--- src/block_power_pkg.sv ---
// Package: register map, field positions, reset values and codes
// for the reset control and block power enable registers.
// Assumes an 8-bit register port with byte-wide offsets.
package block_power_pkg;
  localparam int unsigned ADDR_W                = 5;
  localparam int unsigned DATA_W                = 8;
  localparam logic [4:0]  OFFS_RESET_CONTROL    = 5'h00;
  localparam logic [4:0]  OFFS_BLOCK_POWER      = 5'h01;
  localparam logic [7:0]  RESET_CONTROL_DEFAULT = 8'h00;
  localparam logic [7:0]  BLOCK_POWER_DEFAULT   = 8'hFF;
  localparam logic [7:0]  RESET_MODE_CODE       = 8'h6A;
  localparam logic [7:0]  READ_UNMAPPED         = 8'h00;
  localparam int unsigned BIT_ADC               = 0;
  localparam int unsigned BIT_FIXED_COMP        = 1;
  localparam int unsigned BIT_DAC               = 2;
  localparam int unsigned BIT_AMPLIFIER         = 3;
  localparam int unsigned BIT_BANK_COMP         = 4;
  localparam int unsigned BIT_CURRENT_DISABLE   = 5;
  localparam int unsigned BIT_SENSOR_MUX        = 6;
  localparam int unsigned BIT_CHIP_ENABLE       = 7;
endpackage

--- src/master_reset_and_function_enable.sv ---
// Reset control and per-block power enable registers.
// Assumes a synchronous host port: one-cycle strobes, read data next cycle.
// Contract
// - Code 6A holds other registers at defaults
// - Reset mode discards writes to other registers
// - Reset pin clears reset control to 00
// - Host writes 6A then other value
// - Reset control holds written value
// - Power-on and pin reset give 00
// - Power enable defaults to FF after reset
// - Chip enable bit clear means standby
// - Bits 0 to 5 each gate one block, bit 6 gates mux and bank
// - ADC bit powers down only ADC
// - Fixed comparators off, inputs high impedance
// - DAC off, both outputs high impedance
// - Amplifier off, mux no longer reaches ADC
// - Current source bit is active low
// - Mux off, inputs high impedance, bank off
`timescale 1ns/1ps
`default_nettype none

module master_reset_and_function_enable (
  input  wire logic       sys_clk,             // System clock, 100 MHz
  input  wire logic       reset_n,             // Power-on or pin reset, active low
  input  wire logic [4:0] reg_addr,            // Register offset
  input  wire logic [7:0] reg_wdata,           // Write data
  input  wire logic       reg_write,           // Write strobe
  input  wire logic       reg_read,            // Read strobe
  output logic      [7:0] reg_rdata,           // Read data, cycle after strobe
  output logic            reset_mode,          // Other registers held at defaults
  output logic            standby,             // Chip in standby
  output logic            adc_power,           // ADC powered
  output logic            fixed_comp_power,    // Fixed-threshold comparators powered
  output logic            fixed_inputs_hiz,    // Fixed-threshold inputs high impedance
  output logic            dac_power,           // DAC powered
  output logic            dac_outputs_hiz,     // Both DAC outputs high impedance
  output logic            amplifier_power,     // Front-end amplifier powered
  output logic            bank_comp_power,     // Bank comparators powered
  output logic            current_source_power,// Mux current source powered
  output logic            sensor_mux_power,    // Input multiplexer powered
  output logic            universal_inputs_hiz // Multiplexer inputs high impedance
);

  ////////////////////////////////////////////////////////////////////////
  // Decode

  logic [7:0] reset_control;
  logic [7:0] block_power;

  wire        hit_reset   = (reg_addr == block_power_pkg::OFFS_RESET_CONTROL);
  wire        hit_power   = (reg_addr == block_power_pkg::OFFS_BLOCK_POWER);
  wire        in_reset    = (reset_control == block_power_pkg::RESET_MODE_CODE);
  wire        wr_reset    = reg_write && hit_reset;
  // entry forces defaults on the same edge
  // Avoids one stale cycle of readback after entry
  wire        enter_code  = wr_reset && (reg_wdata == block_power_pkg::RESET_MODE_CODE);
  wire        force_def   = in_reset || enter_code;
  wire        wr_power    = reg_write && hit_power && !in_reset;
  wire [7:0]  next_rdata  = !reg_read ? 8'h00 :
                            hit_reset ? reset_control :
                            hit_power ? block_power :
                                        block_power_pkg::READ_UNMAPPED;
  // Power enable derived from the value it will hold next edge
  wire [7:0]  next_power  = wr_power ? reg_wdata : block_power;

  ////////////////////////////////////////////////////////////////////////
  // Reset control register

  always_ff @(posedge sys_clk or negedge reset_n) begin
    if (!reset_n) begin
      reset_control <= block_power_pkg::RESET_CONTROL_DEFAULT;
    end else if (wr_reset) begin
      reset_control <= reg_wdata;
    end
  end

  ////////////////////////////////////////////////////////////////////////
  // Block power enable register

  always_ff @(posedge sys_clk or negedge reset_n) begin
    if (!reset_n) begin
      block_power <= block_power_pkg::BLOCK_POWER_DEFAULT;
    end else if (force_def) begin
      block_power <= block_power_pkg::BLOCK_POWER_DEFAULT;
    end else begin
      block_power <= next_power;
    end
  end

  ////////////////////////////////////////////////////////////////////////
  // Read port and registered block controls

  // Outputs track the register one cycle later, from flip-flops
  wire [7:0] eff = in_reset ? block_power_pkg::BLOCK_POWER_DEFAULT : block_power;
  wire       on  = eff[block_power_pkg::BIT_CHIP_ENABLE];

  always_ff @(posedge sys_clk or negedge reset_n) begin
    if (!reset_n) begin
      reg_rdata            <= 8'h00;
      reset_mode           <= 1'b0;
      standby              <= 1'b0;
      adc_power            <= 1'b1;
      fixed_comp_power     <= 1'b1;
      fixed_inputs_hiz     <= 1'b0;
      dac_power            <= 1'b1;
      dac_outputs_hiz      <= 1'b0;
      amplifier_power      <= 1'b1;
      bank_comp_power      <= 1'b1;
      current_source_power <= 1'b0;
      sensor_mux_power     <= 1'b1;
      universal_inputs_hiz <= 1'b0;
    end else begin
      reg_rdata            <= next_rdata;
      reset_mode           <= in_reset;
      standby              <= !on;
      adc_power            <= on && eff[block_power_pkg::BIT_ADC];
      fixed_comp_power     <= on && eff[block_power_pkg::BIT_FIXED_COMP];
      fixed_inputs_hiz     <= !(on && eff[block_power_pkg::BIT_FIXED_COMP]);
      dac_power            <= on && eff[block_power_pkg::BIT_DAC];
      dac_outputs_hiz      <= !(on && eff[block_power_pkg::BIT_DAC]);
      amplifier_power      <= on && eff[block_power_pkg::BIT_AMPLIFIER];
      // mux off also stops bank comparators
      bank_comp_power      <= on && eff[block_power_pkg::BIT_BANK_COMP]
                              && eff[block_power_pkg::BIT_SENSOR_MUX];
      current_source_power <= on && !eff[block_power_pkg::BIT_CURRENT_DISABLE];
      sensor_mux_power     <= on && eff[block_power_pkg::BIT_SENSOR_MUX];
      universal_inputs_hiz <= !(on && eff[block_power_pkg::BIT_SENSOR_MUX]);
    end
  end
endmodule // master_reset_and_function_enable

`default_nettype wire

--- config.mk ---
export PLATFORM = sky130hd
export DESIGN_NAME = master_reset_and_function_enable
export DESIGN_NICKNAME = d
export VERILOG_FILES = /design/src/block_power_pkg.sv /design/src/master_reset_and_function_enable.sv
export SDC_FILE = /design/constraint.sdc
export NUM_CORES = 1
export LEC_CHECK = 0
export ABC_AREA = 1
export BUFFER_PORTS_ARGS = -buffer_cell sky130_fd_sc_hd__buf_2
export CAP_MARGIN = 10
export CELL_PAD_IN_SITES_DETAIL_PLACEMENT = 1
export CELL_PAD_IN_SITES_GLOBAL_PLACEMENT = 1
export CORE_MARGIN = 2
export CORE_UTILIZATION = 39
export DETAILED_ROUTE_END_ITERATION = 7
export PLACE_DENSITY = 0.76
export SYNTH_ARGS = -nofsm -noshare
export SYNTH_HDL_FRONTEND = slang
export SYNTH_SLANG_ARGS = --single-unit
--- constraint.sdc ---
create_clock -name sys_clk -period 1.6 [get_ports sys_clk]
set_clock_uncertainty 0.15 [all_clocks]
set_input_delay 0.4 -clock sys_clk [delete_from_list [all_inputs] [get_ports sys_clk]]
set_output_delay 0.4 -clock sys_clk [all_outputs]
set_load 0.005 [all_outputs]
==> flow_metrics.py <==
metrics = {
    "run_status": {
        "outcome": "finished with violations",
        "violations": "hold timing",
    },
    "logic_synthesis": {
        "synthesis.area_um2": 1580,
        "yosys_warnings": 0,
        "synthAdderAreaFrac_pct": 0,
        "synth_top_area_share_pct": 34.9,
        "syn-num-nets": 186,
        "synth_top_family_by_area": "simple AND/OR/NAND/NOR gates",
        "ys_top_cells_by_area": "dfrtp_1, dfstp_2, nand2_1",
        "synth-simple-area-share_pct": 26.1,
        "synth_area_leader_cell": "dfrtp_1",
        "synth_cells": 169,
        "ys_types": 23,
        "synthMuxAreaShare_pct": 0,
        "syn_avg_cell_area_um2": 9.33,
        "yosysSeqAreaShare_pct": 58.3,
        "synth-compound-area-share_pct": 6.90,
        "ys_ff_latch": 36,
        "synth_xor_area_share_pct": 0,
    },
    "detailed_routing": {
        "vias": 1248,
        "drcViolationCount": 0,
        "dr.pass1.iters": 4,
        "post_drt_wl_per_cell_um": 14.3,
        "viasPerCell": 4.73,
        "first_iter_violations": 41,
        "ant_nets": 0,
        "routed_wl_um": 3770,
    },
    "sta": {
        "tightestPinTransition_ns": 0.443,
        "fin_setup_tns_ns": 0,
        "finalCritPeriodShare_pct": 91.2,
        "finalCriticalPeriod_ns": 1.46,
        "hold_viol": 4,
        "slew_headroom_pct": 70.4,
        "final-setup-viol-count": 0,
        "hold_slack_ns": -0.00480,
        "rsz0062_at_grt": "no",
        "finalMaxSlewViolations": 0,
        "max_freq_mhz": 685,
    },
    "setup_path": {
        "end_kind": "output pin",
        "path_class": "flip-flop to output pin",
        "crit_chain": "buf_2",
        "slowest_stage": "dfstp_2",
        "cp_slowest_stage_delay_ns": 0.52,
        "crit_family": "flip-flops",
        "crit_path_max_fanout": 1,
        "cp_data_arrival_time_ns": 0.91,
        "critPathBufInv": 1,
        "setup.worst_path.start_class": "flip-flop",
        "critPathRequiredTime_ns": 1.05,
    },
    "clocking": {
        "clkTransAtPathRegs_ns": 0.07,
        "cts_buffers": 5,
        "cts-root-buf": "clkbuf_8",
        "post_cts_buffers": 0,
        "clock_latency_ns": 0.28,
        "htree_levels": 2,
        "clk_path_buf_depth": 2,
        "ctsResizeCount": 0,
        "cts_sinks": 36,
        "hold_buffers": 0,
        "cts_tree": "done",
    },
    "global_routing": {
        "grt_pass1_vias": 1284,
        "use_met2_pct": 33.1,
        "grt-ovfl-total": 0,
        "grt_max_degree": 37,
        "grt_use_met3_pct": 4.00,
        "track_usage_pct": 18.5,
        "antenna_found_initial": 0,
        "grt_most_used_layer": "met2",
        "grt_pass1_wl_um": 6050,
        "grtUsageMet1_pct": 21.2,
    },
    "cells_and_area": {
        "utilization_pct": 49.0,
        "final_nets": 230,
        "drive_above_1_share_pct": 36.9,
        "antenna-diode-count": 0,
        "syn2layout_area_growth_pct": 22.5,
        "final_common_cell": "nand2_1",
        "layout_common_cells": "nand2_1, buf_2, dfrtp_1",
    },
    "floorplan": {
        "die_y_um": 67.6,
        "design.core.area_um2": 3940,
        "io_pins": 37,
        "rows": 23,
        "die-area_um2": 4570,
        "start_util_pct": 40.0,
        "dieWidth_um": 67.6,
    },
    "pwr": {
        "ir_worst_vdd_mv": 0.474,
        "power_density_nw_per_um2": 1220,
        "leakage_nw": 1.04,
    },
    "flow_run": {
        "maxCapViolCount": 0,
    },
    "placement": {
        "dpl.hpwl_um": 3020,
        "io_buffers": 36,
        "gp_congestion": 0.828,
    },
    "hold_path": {
        "hp-class": "input pin to async pin",
    },
}
[kinds of logic after synthesis]
group / after synthesis
compound gates: 21
simple gates: 81
flops: 36
buf+inv: 31
[cell type report]
class,instances,area [um^2]
fillers,472,2010
flip-flops and latches,36,918
multi-input cells,102,520
repair buffers,42,225
inverters,26,97.6
clock buffers,6,72.6
well taps,50,62.6
clock inverters,2,35.0
[worst paths after layout]
path | startpoint | to | slack (ns) | depth (start not counted)
worst min-delay path | reset_n | dac_outputs_hiz | -0.005 | 2
worst max-delay path | sensor_mux_power | sensor_mux_power | 0.14 | 1
min in group sys_clk | reg_wdata[0] | reset_control[0] | 0.24 | 3
worst max register to register | reset_control[7] | block_power[3] | 0.16 | 5
worst min register to register | reset_control[7] | reset_control[7] | 0.37 | 2
max in group asynchronous | reset_n | fixed_comp_power | 0.96 | 2
[per-layer routing]
layer	wire (um)	share of wire, %
met5	0	0
met4	63	1.7
met3	154	4.1
met2	1930	51
met1	1620	43
[through the flow]
step / cell area (um^2) / setup WS, ns / total power, mW / hold slack (ns) / cells
floorplan: 1580 / 0.237 / 1.41 / -0.0456 / 169
global placement: 1820 / 0.127 / 1.58 / 0.298 / 256
detailed placement: 1820 / 0.0698 / 1.62 / 0.313 / 256
CTS: 1930 / 0.134 / 2.38 / 0.00617 / 264
global route: 1930 / 0.0333 / 2.50 / 0.0192 / 264
finish: 1930 / 0.141 / 2.36 / -0.00480 / 264
[cells in the mapped netlist, drive strengths merged]
| library cell | number |
|---|---|
| dfrtp | 22 |
| nand2 | 49 |
| a21oi | 10 |
| nor3 | 1 |
| dfstp | 14 |
| buf | 5 |
| o21ai | 11 |
| nor2 | 11 |
| nand4 | 11 |
| nand3 | 9 |
| inv | 26 |
[state kept, by name, summed over array words and instances (netlist names)]
| name | flops |
|---|---|
| block_power | 8 |
| reg_rdata | 8 |
| reset_control | 8 |
| adc_power | 1 |
| amplifier_power | 1 |
| bank_comp_power | 1 |
| current_source_power | 1 |
| dac_outputs_hiz | 1 |
| dac_power | 1 |
| fixed_comp_power | 1 |
| fixed_inputs_hiz | 1 |
| reset_mode | 1 |
| sensor_mux_power | 1 |
| standby | 1 |
| universal_inputs_hiz | 1 |
[report_power, final]
| group | internal (mW) | total, mW | switching, mW | leakage (nW) |
|---|---|---|---|---|
| Clock | 0.462 | 0.767 | 0.305 | 0.0552 |
| Combinational | 0.158 | 0.377 | 0.219 | 0.541 |
| Sequential | 1.13 | 1.22 | 0.0887 | 0.439 |
(Power assumes the default switching activity.)
